===== src/inc/slsr_pkg.sv =====
// Function
// (RULE_01) Lane 0 CR, EQ, lock in bits 0-2
// (RULE_02) Lane 1 CR, EQ, lock in bits 4-6
// (RULE_03) Status bits 3 and 7 read zero
// (RULE_04) Lanes 2-3 status byte, same layout
// (RULE_05) Alignment done bit 0, bits 5:1 zero
// (RULE_06) Bit 6 set on downstream port change
// (RULE_07) Bit 7 set on change, cleared by read
// (RULE_08) Sink status bit 0: port 0 sync
// (RULE_09) Bit 1 port 1 sync, bits 7:2 zero
// (RULE_10) Lane 0 swing request in bits 1:0
// (RULE_11) Lane 0 emphasis request in bits 3:2
// (RULE_12) Lane 1 swing request in bits 5:4
// (RULE_13) Two-bit levels encode 0 through 3
// (RULE_14) Four training score bytes read zero
// (RULE_15) Vector bit 6 vendor flag, others zero
// (RULE_16) Lane 1 emphasis request in bits 7:6
// (RULE_17) Lanes 2-3 adjust byte, same layout
// (RULE_18) Source writes to these bytes ignored
// (RULE_19) Reset clears all flags and levels
package slsr_pkg;
  // ==========================================================
  // Register addresses
  localparam logic [19:0] SLSR_ADDR_VECTOR = 20'h00201;
  localparam logic [19:0] SLSR_ADDR_LANES01 = 20'h00202;
  localparam logic [19:0] SLSR_ADDR_LANES23 = 20'h00203;
  localparam logic [19:0] SLSR_ADDR_ALIGN = 20'h00204;
  localparam logic [19:0] SLSR_ADDR_SYNC = 20'h00205;
  localparam logic [19:0] SLSR_ADDR_ADJ01 = 20'h00206;
  localparam logic [19:0] SLSR_ADDR_ADJ23 = 20'h00207;
  localparam logic [19:0] SLSR_ADDR_SCORE0 = 20'h00208;
  localparam logic [19:0] SLSR_ADDR_SCORE3 = 20'h0020B;
  // ==========================================================
  // Field positions
  localparam int SLSR_LANE_HI_POS = 4;
  localparam int SLSR_ALIGN_POS = 0;
  localparam int SLSR_DS_CHG_POS = 6;
  localparam int SLSR_UPD_POS = 7;
  localparam int SLSR_VENDOR_POS = 6;
  localparam logic [7:0] SLSR_RESET_VAL = 8'h00;
endpackage


===== src/rtl/slsr_regs.sv =====
`timescale 1ns/1ns
module slsr_regs
(
  // Clock and reset
  input wire logic clk_i,
  input wire logic reset_n_i,
  // Training state from link logic, per lane and link-wide
  input wire logic [3:0] lane_clk_recovered_i,
  input wire logic [3:0] lane_equalized_i,
  input wire logic [3:0] lane_sym_lock_i,
  input wire logic cross_lane_aligned_i,
  input wire logic downstream_change_i,
  input wire logic [1:0] port_sync_i,
  input wire logic vendor_irq_i,
  // Requested levels, two bits per lane
  input wire logic [7:0] lane_swing_req_i,
  input wire logic [7:0] lane_emph_req_i,
  // Sideband channel register access
  input wire logic rd_i,
  input wire logic wr_i,
  input wire logic [19:0] addr_i,
  input wire logic [7:0] wdata_i,
  output logic [7:0] rdata_o,
  output logic rvalid_o
);
  // ==========================================================
  // Captured status
  logic [7:0] lanes01_status_reg;
  logic [7:0] lanes23_status_reg;
  logic [7:0] lanes01_adjust_reg;
  logic [7:0] lanes23_adjust_reg;
  logic aligned_reg;
  logic [1:0] sync_reg;
  logic vendor_reg;
  logic ds_chg_reg;
  logic updated_reg;
  logic [7:0] lanes01_status_next;
  logic [7:0] lanes23_status_next;
  logic [7:0] lanes01_adjust_next;
  logic [7:0] lanes23_adjust_next;
  logic [7:0] align_byte;
  logic changed;
  logic rd_align;

  // Nibble per lane: bits 2:0 status, bit 3 zero
  always_comb
  begin
    lanes01_status_next = {1'b0, lane_sym_lock_i[1], lane_equalized_i[1],
      lane_clk_recovered_i[1], 1'b0, lane_sym_lock_i[0],
      lane_equalized_i[0], lane_clk_recovered_i[0]}; // RULE_01 RULE_02 RULE_03
    lanes23_status_next = {1'b0, lane_sym_lock_i[3], lane_equalized_i[3],
      lane_clk_recovered_i[3], 1'b0, lane_sym_lock_i[2],
      lane_equalized_i[2], lane_clk_recovered_i[2]}; // RULE_04 RULE_03
    // Byte: emph1, swing1, emph0, swing0
    lanes01_adjust_next = {lane_emph_req_i[3:2], lane_swing_req_i[3:2],
      lane_emph_req_i[1:0], lane_swing_req_i[1:0]}; // RULE_10 RULE_11 RULE_12 RULE_16 RULE_13
    lanes23_adjust_next = {lane_emph_req_i[7:6], lane_swing_req_i[7:6],
      lane_emph_req_i[5:4], lane_swing_req_i[5:4]}; // RULE_17
  end

  assign changed = (lanes01_status_next != lanes01_status_reg)
    || (lanes23_status_next != lanes23_status_reg)
    || (lanes01_adjust_next != lanes01_adjust_reg)
    || (lanes23_adjust_next != lanes23_adjust_reg);
  assign rd_align = rd_i && (addr_i == slsr_pkg::SLSR_ADDR_ALIGN);

  // Only link inputs load these; wr_i never reaches them
  always_ff @(posedge clk_i)
  begin
    if (!reset_n_i)
    begin
      lanes01_status_reg <= slsr_pkg::SLSR_RESET_VAL; // RULE_19
      lanes23_status_reg <= slsr_pkg::SLSR_RESET_VAL;
      lanes01_adjust_reg <= slsr_pkg::SLSR_RESET_VAL;
      lanes23_adjust_reg <= slsr_pkg::SLSR_RESET_VAL;
      aligned_reg <= 1'b0;
      sync_reg <= 2'h0;
      vendor_reg <= 1'b0;
    end
    else
    begin
      lanes01_status_reg <= lanes01_status_next; // RULE_18
      lanes23_status_reg <= lanes23_status_next;
      lanes01_adjust_reg <= lanes01_adjust_next;
      lanes23_adjust_reg <= lanes23_adjust_next;
      aligned_reg <= cross_lane_aligned_i;
      sync_reg <= port_sync_i; // RULE_08 RULE_09
      vendor_reg <= vendor_irq_i;
    end
  end

  // Sticky update flag; a change in the read cycle wins
  always_ff @(posedge clk_i)
  begin
    if (!reset_n_i)
      updated_reg <= 1'b0;
    else if (changed)
      updated_reg <= 1'b1; // RULE_07
    else if (rd_align)
      updated_reg <= 1'b0; // RULE_07
  end

  // Downstream change held until the source reads it
  always_ff @(posedge clk_i)
  begin
    if (!reset_n_i)
      ds_chg_reg <= 1'b0;
    else if (downstream_change_i)
      ds_chg_reg <= 1'b1; // RULE_06
    else if (rd_align)
      ds_chg_reg <= 1'b0;
  end

  always_comb
  begin
    align_byte = 8'h00; // RULE_05
    align_byte[slsr_pkg::SLSR_ALIGN_POS] = aligned_reg; // RULE_05
    align_byte[slsr_pkg::SLSR_DS_CHG_POS] = ds_chg_reg;
    align_byte[slsr_pkg::SLSR_UPD_POS] = updated_reg;
  end

  // ==========================================================
  // Read port, one cycle latency; unmapped reads zero
  always_ff @(posedge clk_i)
  begin
    if (!reset_n_i)
    begin
      rdata_o <= 8'h00;
      rvalid_o <= 1'b0;
    end
    else
    begin
      rvalid_o <= rd_i;
      rdata_o <= 8'h00; // RULE_14
      if (rd_i)
      begin
        unique case (addr_i)
          slsr_pkg::SLSR_ADDR_VECTOR:
            rdata_o <= {1'b0, vendor_reg, 6'h00}; // RULE_15
          slsr_pkg::SLSR_ADDR_LANES01: rdata_o <= lanes01_status_reg;
          slsr_pkg::SLSR_ADDR_LANES23: rdata_o <= lanes23_status_reg;
          slsr_pkg::SLSR_ADDR_ALIGN: rdata_o <= align_byte;
          slsr_pkg::SLSR_ADDR_SYNC: rdata_o <= {6'h00, sync_reg}; // RULE_09
          slsr_pkg::SLSR_ADDR_ADJ01: rdata_o <= lanes01_adjust_reg;
          slsr_pkg::SLSR_ADDR_ADJ23: rdata_o <= lanes23_adjust_reg;
          default: rdata_o <= 8'h00;
        endcase
      end
    end
  end
endmodule // slsr_regs


===== config.mk =====
export PLATFORM = sky130hd
export DESIGN_NAME = slsr_regs
export DESIGN_NICKNAME = d
export VERILOG_FILES = /design/src/inc/slsr_pkg.sv /design/src/rtl/slsr_regs.sv
export SDC_FILE = /design/constraint.sdc
export NUM_CORES = 1
export LEC_CHECK = 0
export ABC_AREA = 1
export BUFFER_PORTS_ARGS = -buffer_cell sky130_fd_sc_hd__buf_2
export CAP_MARGIN = 20
export CORE_AREA = 2 2 71 73
export DETAILED_ROUTE_END_ITERATION = 10
export DIE_AREA = 0 0 73 75
export GPL_TIMING_DRIVEN = 0
export MAX_ROUTING_LAYER = met4
export PLACE_DENSITY = 0.71
export REMOVE_ABC_BUFFERS = 1
export SLEW_MARGIN = 25
export SYNTH_ARGS = -nofsm -noshare
export SYNTH_HDL_FRONTEND = slang
export SYNTH_SLANG_ARGS = --single-unit

===== constraint.sdc =====
create_clock -name clk_i -period 1.18 [get_ports clk_i]
set_input_delay 0.354 -clock clk_i [delete_from_list [all_inputs] [get_ports clk_i]]
set_output_delay 0.354 -clock clk_i [all_outputs]
set_load 0.02 [all_outputs]

Yosys cells after proc, flatten, opt, wreduce, memory -nomap -nowiden
Index checks and enable logic that the tools add are counted.
- bits of input ports: 65
- bits in registers: 47
- output and inout bits: 9
- word-level logic and storage cells: 35
- eq/ne operators: 11
- reductions and logical operators: 7
- mux-type cells: 4
- operators with widths (operator ; number):
    equality test 20 x 10 -> 1 bit, second input constant ; 7
    case mux 8 bit (7 select lines) ; 1
    != test 7 x 8 -> 1 bit ; 2
    != test 8 bit ; 2
    nonzero test 2 bit ; 2
    logical OR 1 bit ; 3
    2-to-1 mux 1 bit ; 3
    AND reduction 2 bit ; 1
    logical AND 1 bit ; 1

Logic depth before layout (Yosys ltp)
Gate-level depths: netlist of the first run.
- depth in word-level cells: 5
- gate-level depth with buffers: 10
- mapped depth without buffers: 9

Least setup slack after synthesis of the first run
OpenSTA, ideal clock, no wires.
- kind: in2reg
- from: input addr_i[19]
- to: register updated_reg
- data required time: 1070 ps
- arrival: 1110 ps
- buffers on the path: 1
- slack: -39 ps
- library setup time: 110 ps
- cell stages on the path: 9
- cells stage by stage: nor2_1 nand2_1 nor2_2 buf_2 nand4_1 nand2_1 nand3_1 nand2_1 inv_1
- word-level cells in the longest chain between the ends: 3
- RTL lines (item ; RTL line ; RTL):
    from (decl) ; slsr_regs.sv:21 ; input wire logic [19:0] addr_i,
    equality test 20 x 10 -> 1 bit ; slsr_regs.sv:65 ; assign rd_align = rd_i && (addr_i == slsr_pkg::SLSR_ADDR_ALIGN);
    logical AND 1 bit ; slsr_regs.sv:65 ;
    nonzero test 2 bit (no source line) ; -- ;
    to (signal assigned) ; slsr_regs.sv:96 ; updated_reg <= 1'b0;
    to (signal assigned) ; slsr_regs.sv:98 ; updated_reg <= 1'b1;
    to (signal assigned) ; slsr_regs.sv:100 ; updated_reg <= 1'b0;
    to (decl) ; slsr_regs.sv:36 ; logic updated_reg;
Every way passes these cells.
A chain may end at the register's enable or synchronous reset.

Final worst setup path of the first run
- from: register rdata_o[6]
- to: output rdata_o[6]
- RTL lines (item ; RTL line ; RTL):
    from (decl) ; slsr_regs.sv:23 ; output logic [7:0] rdata_o,
    from (signal assigned) ; slsr_regs.sv:139 ; rdata_o <= {1'b0, vendor_reg, 6'h00};
    from (signal assigned) ; slsr_regs.sv:140 ; slsr_pkg::SLSR_ADDR_LANES01: rdata_o <= lanes01_status_reg;
    from (signal assigned) ; slsr_regs.sv:141 ; slsr_pkg::SLSR_ADDR_LANES23: rdata_o <= lanes23_status_reg;
No word-level cell between the ends.

==> metrics.md, run 1 <==
| Metric | Value |
|---|---|
| Status | completed |
| Diode count | 0 |
| PwrDens | 1090 mW/mm^2 |
| Reg2reg start | lanes01_adjust_reg[2] |
| Sequential fraction of design power | 0.542 |
| Post-synth EDFFs | 0 |
| Total wire length | 4640 um |
| VDD IR max | about 0.74 mV |
| CP cell instances | buf_2 |
| Final nets | about 420 |
| Die footprint | around 0.0055 sq mm |
| Int Pwr | 2.175 mW |
| Global route overflow | 0 |
| Fin Setup TNS | 0 ps |
| Chip width | approximately 73 um |
| Yosys warnings | 0 |
| Fin crit share | 0.9524 |
| Final hold violations | 0 |
| Synth Register Bits | 43 |
| FF-to-FF End | updated_reg |
| Mapped Area | 0.002032 sq mm |
| Routed vias/inst | around 4.6 |
| First-pass GRT wire length | 7327 um |
| Filler cells | 443 |
| Chip height | 75 um |
| DR WL/cell | 11.37 um |
| R2r setup slk | 70 ps |
| Final count of negative-setup-slack endpoints | 0 |
| Dpl cells | around 400 |
| Clock Latency Late Sink | 300 ps |
| Worst slew margin | 0.7996 |
| Peak Freq | roughly 890 MHz |
| RSZ-0062 raised after global routing | true |
| Maxcap violations | 0 |
| IO Port Bufs | 64 |
| GR Util All Layers | 0.1834 |
| Vias in the first global route | 1713 |
| Layout cells sized above 1 | 0.3475 |
| # IOs | 74 |
| Total power | slightly below 3 mW |
| Num Clock Sinks | 43 |
| H-tree level count | 2 |
| Arrival @ worst endpoint | 770 ps |
| CP endpoint kind | output port |
| CP Class | reg -> out |
| Largest net degree at the start of global routing | 36 |
| Clk pwr share | 0.321 |
| Starting Density | 0.4360 |
| Drt pass-1 iters | 5 |
| CP startpoint kind | register |
| Fin area | about 0.0027 sq mm |
| Cts hold-fix bufs | 0 |
| # DRC | 0 |
| CTS Buffer Depth | 2 |
| Critical path data required time | around 830 ps |
| Crit-path slowest cell | dfxtp_1 |
| Area growth syn-to-layout | 30.60% |
| Worst hold path depth | 3 |
| CP peak stage delay | 320 ps |
| CTS buffer count | 5 |
| Setup Skew | 6.097 ps |
| Min-Delay Startpoint | port_sync_i[0] |
| Predominant post-synthesis flop cell | dfxtp_1 |
| Switch share | 0.2480 |
| Slew Viols, Final | 0 |
| Hold Path Sink | sync_reg[0] |
| Initial antenna violation count | 0 |
| Async SR Flop Fraction | 0 |
| Comb power frac | 0.137 |
| Mapped Cells | between 200 and 300 |
| Core ar. | 0.004661 sq mm |
| CTS tree | built |
| Num rows | 25 |
| Via count | 1876 |
| Post-route ant nets | 0 |
| Register area share after synthesis | 0.4236 |
| R2r worst-path depth | 8 |
| Pleak | 1.463 nW |
| Min cycle time layout | ~1100 ps |
| Worst-path maximum fanout | 1 |
| Final GP Congestion | 0.8073 |
| Placed inst area | 0.002382 sq mm |
| Mean post-synth cell area | 7.205 sq um |
| Net load switching power | 0.7174 mW |
| Measured slew at the worst slew-check pin | 299.6 ps |
| Finished Layout Cells | 408 |
| Type of the most critical hold path | in -> reg |
| Half-perimeter wire length after placement | 3316 um |
| CP Buf/Inv Count | 1 |
| Root Buffer | clkbuf_8 |
| Cell class contributing the biggest share of worst-path delay | flip-flops |
| Post-synth cell types | 24 |
| Starting DRT DRC Count | 79 |
| Clock-pin slew on the worst setup and hold paths | about 70 ps |
power by group through the flow:
| stage | clock network [mW] | logic, mW | registers, mW |
|---|---|---|---|
| floorplan | 0 | 0.192 | 1.58 |
| global placement | 0 | 0.352 | 1.59 |
| detailed placement | 0 | 0.360 | 1.59 |
| CTS | 0.966 | 0.368 | 1.56 |
| global route | 1.02 | 0.447 | 1.57 |
| finish | 0.929 | 0.397 | 1.57 |
cell usage after synthesis (2+ instances only):
master | count | area [sq um]
xnor2_1 | 25 | 219.0
nor2_2 | 2 | 12.51
inv_2 | 5 | 18.77
inv_1 | 43 | 161.4
buf_2 | 3 | 15.01
dfxtp_1 | 43 | 860.8
nor2_1 | 30 | 112.6
nand2_1 | 76 | 285.3
a21oi_1 | 2 | 10.01
nand4_1 | 13 | 81.33
clkbuf_1 | 3 | 11.26
nand3_1 | 25 | 125.1
cell usage in the layout (no fill, tap or decap), drive strengths merged:
master | Yosys | routed
buf | 4 | 71
o211ai | 1 | 1
inv | 48 | 49
or2 | 1 | 1
clkbuf | 3 | 6
dfxtp | 43 | 43
nor2 | 34 | 34
a21oi | 3 | 3
nand4 | 13 | 13
nor3 | 2 | 2
nand2 | 78 | 78
o21ai | 1 | 1
nand3 | 25 | 25
xnor2 | 25 | 25
clkinv | 1 | 2
how the worst max path moves through the flow:
stage	depth (start not counted)	startpoint	end	slack, ps
3_5_place_dp	10	addr_i[17]	rdata_o[4]	-530
4_1_cts	8	addr_i[3]	rdata_o[0]	2
3_3_place_gp	10	addr_i[11]	rdata_o[4]	-490
5_1_grt	8	lanes01_adjust_reg[1]	updated_reg	-90
2_1_floorplan	9	addr_i[19]	rdata_o[2]	-190
6_report	1	rdata_o[6]	rdata_o[6]	60
metal layers:
metal / wire, um / GRT usage / up-vias / share of wire
met5: 0 / - / - / 0
met4: 52 / 0.06379 / 0 / 0.011
met3: 302 / 0.04953 / 6 / 0.065
met2: 2291 / 0.3153 / 55 / 0.49
met1: 1994 / 0.2051 / 816 / 0.43
li1: - / - / 999 / -
stage by stage:
stage	hold slack (ps)	worst slack, ps	util
4_1_cts	231.3	2.231	0.5436
3_3_place_gp	476.3	-494.2	0.5111
5_1_grt	239.6	-92.13	0.5694
2_1_floorplan	447.5	-193.6	-
3_5_place_dp	485.4	-534.2	0.5111
6_report	237.0	56.17	0.5694
worst reg2reg max path, stage by stage, from the launching register on:
cell and delay (ps):
dfxtp_1 320, xnor2_1 150, nand2_1 80, nor2_1 100
nand2_1 70, nor2_2 110, nand3_1 70, nand2_1 60
inv_1 30
kinds of logic after synthesis:
kind of cell | Yosys count | share of synthesized area
simple gates | 153 | 0.3436
xor+xnor | 25 | 0.1078
compound gates | 5 | 0.01539
buf+inv | 56 | 0.1096
flops | 43 | 0.4236
layout make-up:
| type | instances | area (sq um) | share of cell area |
|---|---|---|---|
| Sequential cell | 43 | 877.1 | 0.3305 |
| Clock buffer | 6 | 82.58 | 0.03112 |
| Multi-Input combinational cell | 183 | 1047 | 0.3946 |
| Timing Repair inverter | 1 | 6.256 | 0.002357 |
| Tap cell | 54 | 67.56 | 0.02546 |
| Clock inverter | 1 | 5.005 | 0.001886 |
| Timing Repair Buffer | 71 | 379.1 | 0.1429 |
| Inverter | 49 | 188.9 | 0.07119 |
what timing repair did:
item,in CTS,in global routing
setup buffers,5,2
pin swaps,2,17
endpoints found under the setup margin,9,9
cloned,0,1
gates resized for setup,7,30
(Power assumes the default switching activity.)
==> run 2: changes to the inputs <==
--- a/config.mk
+++ b/config.mk
@@ -8,13 +8,14 @@
 export ABC_AREA = 1
 export BUFFER_PORTS_ARGS = -buffer_cell sky130_fd_sc_hd__buf_2
 export CAP_MARGIN = 20
-export CORE_AREA = 2 2 71 73
+export CELL_PAD_IN_SITES_DETAIL_PLACEMENT = 1
+export CELL_PAD_IN_SITES_GLOBAL_PLACEMENT = 1
+export CORE_AREA = 2 2 84 86
 export DETAILED_ROUTE_END_ITERATION = 10
-export DIE_AREA = 0 0 73 75
+export DIE_AREA = 0 0 86 88
 export GPL_TIMING_DRIVEN = 0
 export MAX_ROUTING_LAYER = met4
-export PLACE_DENSITY = 0.71
-export REMOVE_ABC_BUFFERS = 1
+export PLACE_DENSITY = 0.72
 export SLEW_MARGIN = 25
 export SYNTH_ARGS = -nofsm -noshare
 export SYNTH_HDL_FRONTEND = slang
==> run 2 against run 1 <==
The run now ends with setup timing left. Global-route usage shrank 2.1 points. Routed wire length is 30% higher. Clock power is 1% higher. Worst hold slack worse by 0.56 ps. Core utilization shrank 15 points. Non-clock buffer count increased by 11. Clock skew is 1.9 ps higher. Final cell count is 9.1% higher. Critical endpoint is now rdata_o[4]. Largest cell class unchanged.
==> metrics.md, run 2 (synthesis results as in run 1) <==
| Metric | Value |
|---|---|
| Status | finished with violations |
| Violated checks | setup timing |
| Slew Viols, Final | 0 (unchanged) |
| FF-to-FF End | updated_reg |
| Clk pwr share | 0.321 (about the same) |
| Critical path data required time | 1420 ps (+590 ps) |
| Min cycle time layout | 1202 ps (+78.52 ps) |
| Reg2reg start | lanes01_status_reg[5] |
| Switch share | 0.2724 (+0.02440) |
| Num rows | 30 (+20%) |
| RSZ-0062 raised after global routing | true |
| CP endpoint kind | register |
| Layout cells sized above 1 | 0.3753 (+0.02788) |
| Root Buffer | clkbuf_8 |
| CTS Buffer Depth | 2 (unchanged) |
| Num Clock Sinks | 43 (unchanged) |
| Post-route ant nets | 0 (unchanged) |
| Comb power frac | 0.145 (+0.008) |
| Vias in the first global route | 2012 (+17%) |
| # DRC | 0 (unchanged) |
| Final GP Congestion | 0.8562 (+6.1%) |
| Routed vias/inst | 4.434 (-3.6%) |
| Final nets | 429 (+2.4%) |
| Final hold violations | 0 (unchanged) |
| Layout Utilization | 0.4235 (-0.1459) |
| Chip height | 88 um (+17%) |
| CP startpoint kind | input port |
| Die footprint | 0.007568 sq mm (+38%) |
| Type of the most critical hold path | in -> reg |
| Largest net degree at the start of global routing | 14 (-61%) |
| Area growth syn-to-layout | 38.49% |
| Core ar. | 0.006644 sq mm (+43%) |
| Net Count, Synth | about 350 |
| Most common cell after layout, fill and taps aside | nand2_1 |
| Via count | 1973 (+5.2%) |
| R2r setup slk | 10 ps (-60 ps) |
| Filler cells | 865 (+95%) |
| Worst hold path depth | 3 (unchanged) |
| # IOs | 74 (unchanged) |
| Fin crit share | 1.019 (+0.06654) |
| VDD IR max | 0.3615 mV (-51%) |
| Int Pwr | 2.130 mW (-2.1%) |
| Pleak | 1.505 nW (+2.9%) |
| GR Util All Layers | 0.1621 (-0.02122) |
| Drt pass-1 iters | 5 (unchanged) |
| Total wire length | 6010 um (+30%) |
| Starting Density | 0.3058 (-0.1301) |
| Chip width | 86 um (+18%) |
| First-pass GRT wire length | 9225 um (+26%) |
| R2r worst-path depth | 8 (unchanged) |
| DR WL/cell | 13.51 um (+19%) |
| Global route overflow | 0 (unchanged) |
| Min-Delay Startpoint | vendor_irq_i |
| Net load switching power | 0.7976 mW (+11%) |
| PwrDens | 1041 mW/mm^2 (-4.5%) |
| Final count of negative-setup-slack endpoints | 2 (+2) |
| Half-perimeter wire length after placement | 4468 um (+35%) |
| Arrival @ worst endpoint | 1440 ps (+670 ps) |
| Peak Freq | 831.7 MHz (-6.5%) |
| IO Port Bufs | 63 (-1.6%) |
| Initial antenna violation count | 0 (unchanged) |
| CTS tree | built |
| Worst-path maximum fanout | 6 (+5) |
| Clock Latency Late Sink | 300 ps (about the same) |
| Total power | 2.928 mW (+1.2%) |
| Starting DRT DRC Count | 46 (-42%) |
| Setup Skew | 8.018 ps (+1.921 ps) |
| CP Class | in -> reg |
| Worst slew margin | 0.6510 (-0.1486) |
| Worst hold-check slack | 236.4 ps (-0.5590 ps) |
| Diode count | 0 (unchanged) |
| CTS buffer count | 5 (unchanged) |
| Hold Path Sink | vendor_reg |
| Clock-pin slew on the worst setup and hold paths | 80 ps (about the same) |
| Cts hold-fix bufs | 0 (unchanged) |
| H-tree level count | 2 (unchanged) |
| Most frequent cells in the layout | nand2_1 (71), buf_2 (60), inv_1 (43), dfxtp_1 (35) |
| Fin Setup TNS | -31.60 ps (-31.60 ps) |
| Maxcap violations | 0 (unchanged) |
| Post-route setup slack | -22.34 ps (-78.52 ps) |
| Measured slew at the worst slew-check pin | 523.5 ps (+223.9 ps) |
| Sequential fraction of design power | 0.534 (-0.008) |
## run 2: cell count changes in the layout (fill, tap and decap cells not counted), moves of 4 or more
cell / before / now
dfxtp_2: 13 / 8
dfxtp_1: 30 / 35
nand3_2: 0 / 8
buf_6: 1 / 5
buf_4: 7 / 13
nand3_1: 25 / 17
## run 2: routing by layer
layer | GRT usage | routed length [um] | share of wire | up-vias
li1 | - | - | - | 1017
met1 | 0.1835 | 2583 | 0.43 | 922
met2 | 0.2932 | 3175 | 0.53 | 30
met3 | 0.02639 | 201 | 0.033 | 4
met4 | 0.04762 | 49 | 0.0082 | 0
met5 | - | 0 | 0 | -
## run 2: critical path, stage by stage
cell and delay (ps):
buf_6 90, nor2_4 90, nand3_2 90, nor2_4 140, nand2_4 70, clkinv_4 70, buf_8 110, buf_6 120
nand3_2 70, nand2_2 90, nor2_1 50, nor2_1 80
## run 2: metrics by stage
stage / std cells / worst slack (ps) / instance area [sq um]
2_1_floorplan: 282 / -10.65 / 2059
3_3_place_gp: 425 / -338.5 / 2475
3_5_place_dp: 425 / -382.4 / 2475
4_1_cts: 436 / 10.83 / 2604
5_1_grt: 445 / -136.2 / 2814
6_report: 445 / -22.34 / 2814
## run 2: how the worst max path moves through the flow
stage | slack (ps) | cells past startpoint | to | startpoint
finish | -20 | 12 | rdata_o[4] | addr_i[10]
global placement | -340 | 8 | rdata_o[0] | addr_i[3]
detailed placement | -380 | 9 | updated_reg | addr_i[3]
floorplan | -10 | 8 | updated_reg | addr_i[3]
global route | -140 | 8 | updated_reg | lanes01_status_reg[1]
CTS | 10 | 11 | rdata_o[7] | addr_i[13]
## run 2: power by group through the flow
| stage | clock (mW) | combinational, mW | sequential, mW |
|---|---|---|---|
| after CTS | 0.975 | 0.396 | 1.56 |
| after detailed placement | 0 | 0.383 | 1.59 |
| after global placement | 0 | 0.371 | 1.59 |
| final | 0.939 | 0.425 | 1.56 |
| after global routing | 1.03 | 0.480 | 1.57 |
| after floorplan | 0 | 0.209 | 1.58 |
## run 2: what timing repair did
| action | in CTS | in global routing |
|---|---|---|
| setup endpoints to repair | 8 | 9 |
| setup buffers | 3 | 9 |
| pin swaps | 1 | 32 |
| resized for setup | 5 | 38 |
## run 2: layout make-up
type,count,area [sq um],area share
multi-input combinational,183,1090,0.3873
sequential,43,870.8,0.3095
timing repair buffer,75,434.2,0.1543
inverter,49,188.9,0.06714
tap,80,100.1,0.03557
clock buffer,5,68.82,0.02446
buffer,7,46.29,0.01645
clock inverter,3,15.01,0.005336
==> run 3: changes to the inputs <==
--- a/config.mk
+++ b/config.mk
@@ -5,17 +5,16 @@
 export SDC_FILE = /design/constraint.sdc
 export NUM_CORES = 1
 export LEC_CHECK = 0
-export ABC_AREA = 1
 export BUFFER_PORTS_ARGS = -buffer_cell sky130_fd_sc_hd__buf_2
 export CAP_MARGIN = 20
 export CELL_PAD_IN_SITES_DETAIL_PLACEMENT = 1
 export CELL_PAD_IN_SITES_GLOBAL_PLACEMENT = 1
-export CORE_AREA = 2 2 84 86
+export CORE_AREA = 2 2 79 81
 export DETAILED_ROUTE_END_ITERATION = 10
-export DIE_AREA = 0 0 86 88
+export DIE_AREA = 0 0 81 83
 export GPL_TIMING_DRIVEN = 0
 export MAX_ROUTING_LAYER = met4
-export PLACE_DENSITY = 0.72
+export PLACE_DENSITY = 0.7
 export SLEW_MARGIN = 25
 export SYNTH_ARGS = -nofsm -noshare
 export SYNTH_HDL_FRONTEND = slang
==> run 3 against run 2 <==
The run still ends with setup timing left. Core utilization shrank 0.74 points. Final cell count shrank 27%. Worst setup slack lost 270 ps. Global-route usage shrank 0.92 points. Via count shrank 24%. Worst hold slack gained 25 ps. Sequential power is essentially flat. Fmax shrank 18%. Critical path depth shrank 6. Total power shrank 2.2%. Clock power shrank 4.5%.
==> metrics.md, run 3 <==
| Metric | Value |
|---|---|
| Status | finished with violations |
| Worst-path maximum fanout | 8 (+2) |
| Measured slew at the worst slew-check pin | 616.2 ps (+92.67 ps) |
| Final nets | 313 (-27%) |
| Reg2reg start | lanes23_adjust_reg[0] |
| R2r setup slk | 0 ps (about the same) |
| Async SR Flop Fraction | 0 (unchanged) |
| VDD IR max | 0.5631 mV (+56%) |
| Finished Layout Cells | 324 (-27%) |
| Most common cell after layout, fill and taps aside | buf_2 |
| Most frequent cells in the layout | buf_2 (60), dfxtp_1 (43), and2_1 (33), xnor2_1 (26), mux2i_1 (14) |
| Synth area leader | dfxtp_1 |
| Crit path from | addr_i[11] |
| CTS buffer count | 5 (unchanged) |
| Min cycle time layout | 1473 ps (+270.5 ps) |
| Clock Latency Late Sink | 300 ps (about the same) |
| Combinational family with the most area after synthesis | simple AND/OR/NAND/NOR gates |
| # IOs | 74 (unchanged) |
| Diode count | 0 (unchanged) |
| IO Port Bufs | 62 (-1.6%) |
| Final count of negative-setup-slack endpoints | 10 (+8) |
| Maxcap violations | 0 (unchanged) |
| Synth Area in Simple Gates | 0.2265 (-0.1171) |
| Peak Freq | 678.9 MHz (-18%) |
| Root Buffer | clkbuf_8 |
| Area growth syn-to-layout | 33.56% |
| Placed inst area | 0.002250 sq mm (-9.1%) |
| Fin area | 0.002420 sq mm (-14%) |
| Min-Delay Startpoint | vendor_irq_i |
| Type of the most critical hold path | in -> reg |
| DR WL/cell | 14.34 um (+6.2%) |
| Critical path data required time | 1400 ps (-20 ps) |
| Post-route ant nets | 0 (unchanged) |
| Initial antenna violation count | 0 (unchanged) |
| PwrDens | 1184 mW/mm^2 (+14%) |
| Pleak | 1.009 nW (-33%) |
| Layout cells sized above 1 | 0.3534 (-0.02193) |
| Routed vias/inst | 4.636 (+4.6%) |
| Top cells by count, synth | dfxtp_1 (43), and2_1 (33), xnor2_1 (28) |
| Top cell type's share of synthesized area | 0.4751 (+0.05149) |
| H-tree level count | 2 (unchanged) |
| Arrival @ worst endpoint | 1690 ps (+250 ps) |
| Die footprint | 0.006723 sq mm (-11%) |
| Mapped Cells | 177 (-37%) |
| Leading post-synthesis cells by cell area | dfxtp_1 (48%), xnor2_1 (14%), and2_1 (11%) |
| Num rows | 28 (-6.7%) |
| Post-synth cell types | 26 (+8.3%) |
| First-pass GRT wire length | 7431 um (-19%) |
| Post-route setup slack | -292.9 ps (-270.5 ps) |
| CTS tree | built |
| Violated checks | setup timing |
| CP startpoint kind | input port |
| Post-synth EDFFs | 0 (unchanged) |
| Net Count, Synth | 242 (-30%) |
| Slew Viols, Final | 0 (unchanged) |
| Predominant post-synthesis flop cell | dfxtp_1 |
| Multiplexer share of the synthesized area | 0.08978 (+0.08978) |
| Count leader, synth | dfxtp_1 |
| Compound-Gate Fraction of Synth Area | 0.04765 (+0.03226) |
| Yosys warnings | 0 (unchanged) |
| Mapped Area | 0.001812 sq mm (-11%) |
| Worst slew margin | 0.5892 (-0.06178) |
| Post-synthesis xor/xnor area fraction | 0.1354 (+0.02760) |
| Clock-pin slew on the worst setup and hold paths | 80 ps (about the same) |
| Pre-CTS setup slack | -712.2 ps (-329.9 ps) |
| Half-perimeter wire length after placement | 3640 um (-19%) |
| CP Class | in -> reg |
| Final GP Congestion | 0.7306 (-15%) |
| Fin crit share | 1.248 (+0.2293) |
| RSZ-0062 raised after global routing | true |
| Seq. cell area | 860.8 sq um (-1.1%) |
| Num Clock Sinks | 43 (unchanged) |
| Mean post-synth cell area | 10.24 sq um (+42%) |
| Starting Density | 0.3115 (+0.005694) |
| CP endpoint kind | register |
| Area of the multi-input gates | 984.7 sq um (-9.6%) |
| Final hold violations | 0 (unchanged) |
| Synth Area in Adders | 0 (unchanged) |
| Global route overflow | 0 (unchanged) |
| # DRC | 0 (unchanged) |
| Chip height | 83 um (-5.7%) |
| Register area share after synthesis | 0.4751 (+0.05149) |
| GR Util All Layers | 0.1529 (-0.009250) |
| Total wire length | 4647 um (-23%) |
| Via count | 1502 (-24%) |
| Core ar. | 0.005816 sq mm (-12%) |
| Synth Register Bits | 43 (unchanged) |
| Dpl cells | 314 (-26%) |
| Setup Skew | 5.561 ps (-2.457 ps) |
| CTS Buffer Depth | 2 (unchanged) |
| Drt pass-1 iters | 4 (-1) |
| Starting DRT DRC Count | 22 (-52%) |
| Filler cells | 717 (-17%) |
| Vias in the first global route | 1568 (-22%) |
| Chip width | 81 um (-5.8%) |
| Largest net degree at the start of global routing | 13 (-1) |
run 3: power by group:
group	internal [mW]	switching [mW]	total [mW]
combinational	0.227	0.183	0.410
sequential	1.52	0.0426	1.56
clock	0.415	0.482	0.897
run 3: routing by layer:
metal	vias up	track usage	wire [um]
li1	740	-	-
met4	0	0.06009	86
met1	711	0.1714	1905
met3	7	0.03370	284
met2	44	0.2600	2370
met5	-	-	0
run 3: logic make-up after synthesis:
family                 Yosys count
multiplexers                    15
AO/OA/AOI/OAI                   13
flip-flops                      43
AND/OR/NAND/NOR                 68
XOR/XNOR                        28
buffers and inverters           10
run 3: what timing repair did:
| item | CTS | global route |
|---|---|---|
| gates resized for setup | 13 | 4 |
| hold buffers | 0 | 0 |
| pin swaps | 9 | 1 |
| setup endpoints to repair | 9 | 10 |
| buffers inserted | 4 | 0 |
run 3: through the flow:
step,setup TNS [ps],power (mW),hold slack [ps],util
floorplan,-2971,1.807,450.9,-
global placement,-5645,1.977,469.5,0.3868
detailed placement,-6135,1.985,473.3,0.3868
CTS,-2250,2.909,253.4,0.4139
global route,-2731,3.008,263.3,0.4161
finish,-2080,2.865,261.0,0.4161
run 3: layout make-up:
class | count | share of cell area
inverter | 2 | 0.003102
sequential | 43 | 0.3557
tap | 75 | 0.03878
multi-input combinational | 124 | 0.4069
clock inverter | 1 | 0.002068
timing repair buffer | 64 | 0.1448
clock buffer | 7 | 0.03154
buffer | 8 | 0.01706
run 3: worst paths after layout:
check,end,cells past startpoint
worst max-delay path,rdata_o[3],6
worst min-delay path,vendor_reg,2
worst max register to register,rdata_o[0],3
worst min register to register,updated_reg,2
run 3: critical path, stage by stage:
cell,delay [ps]
buf_6,100
nor4b_4,270
nand4_1,150
or4b_4,530
buf_6,160
nor3_4,120
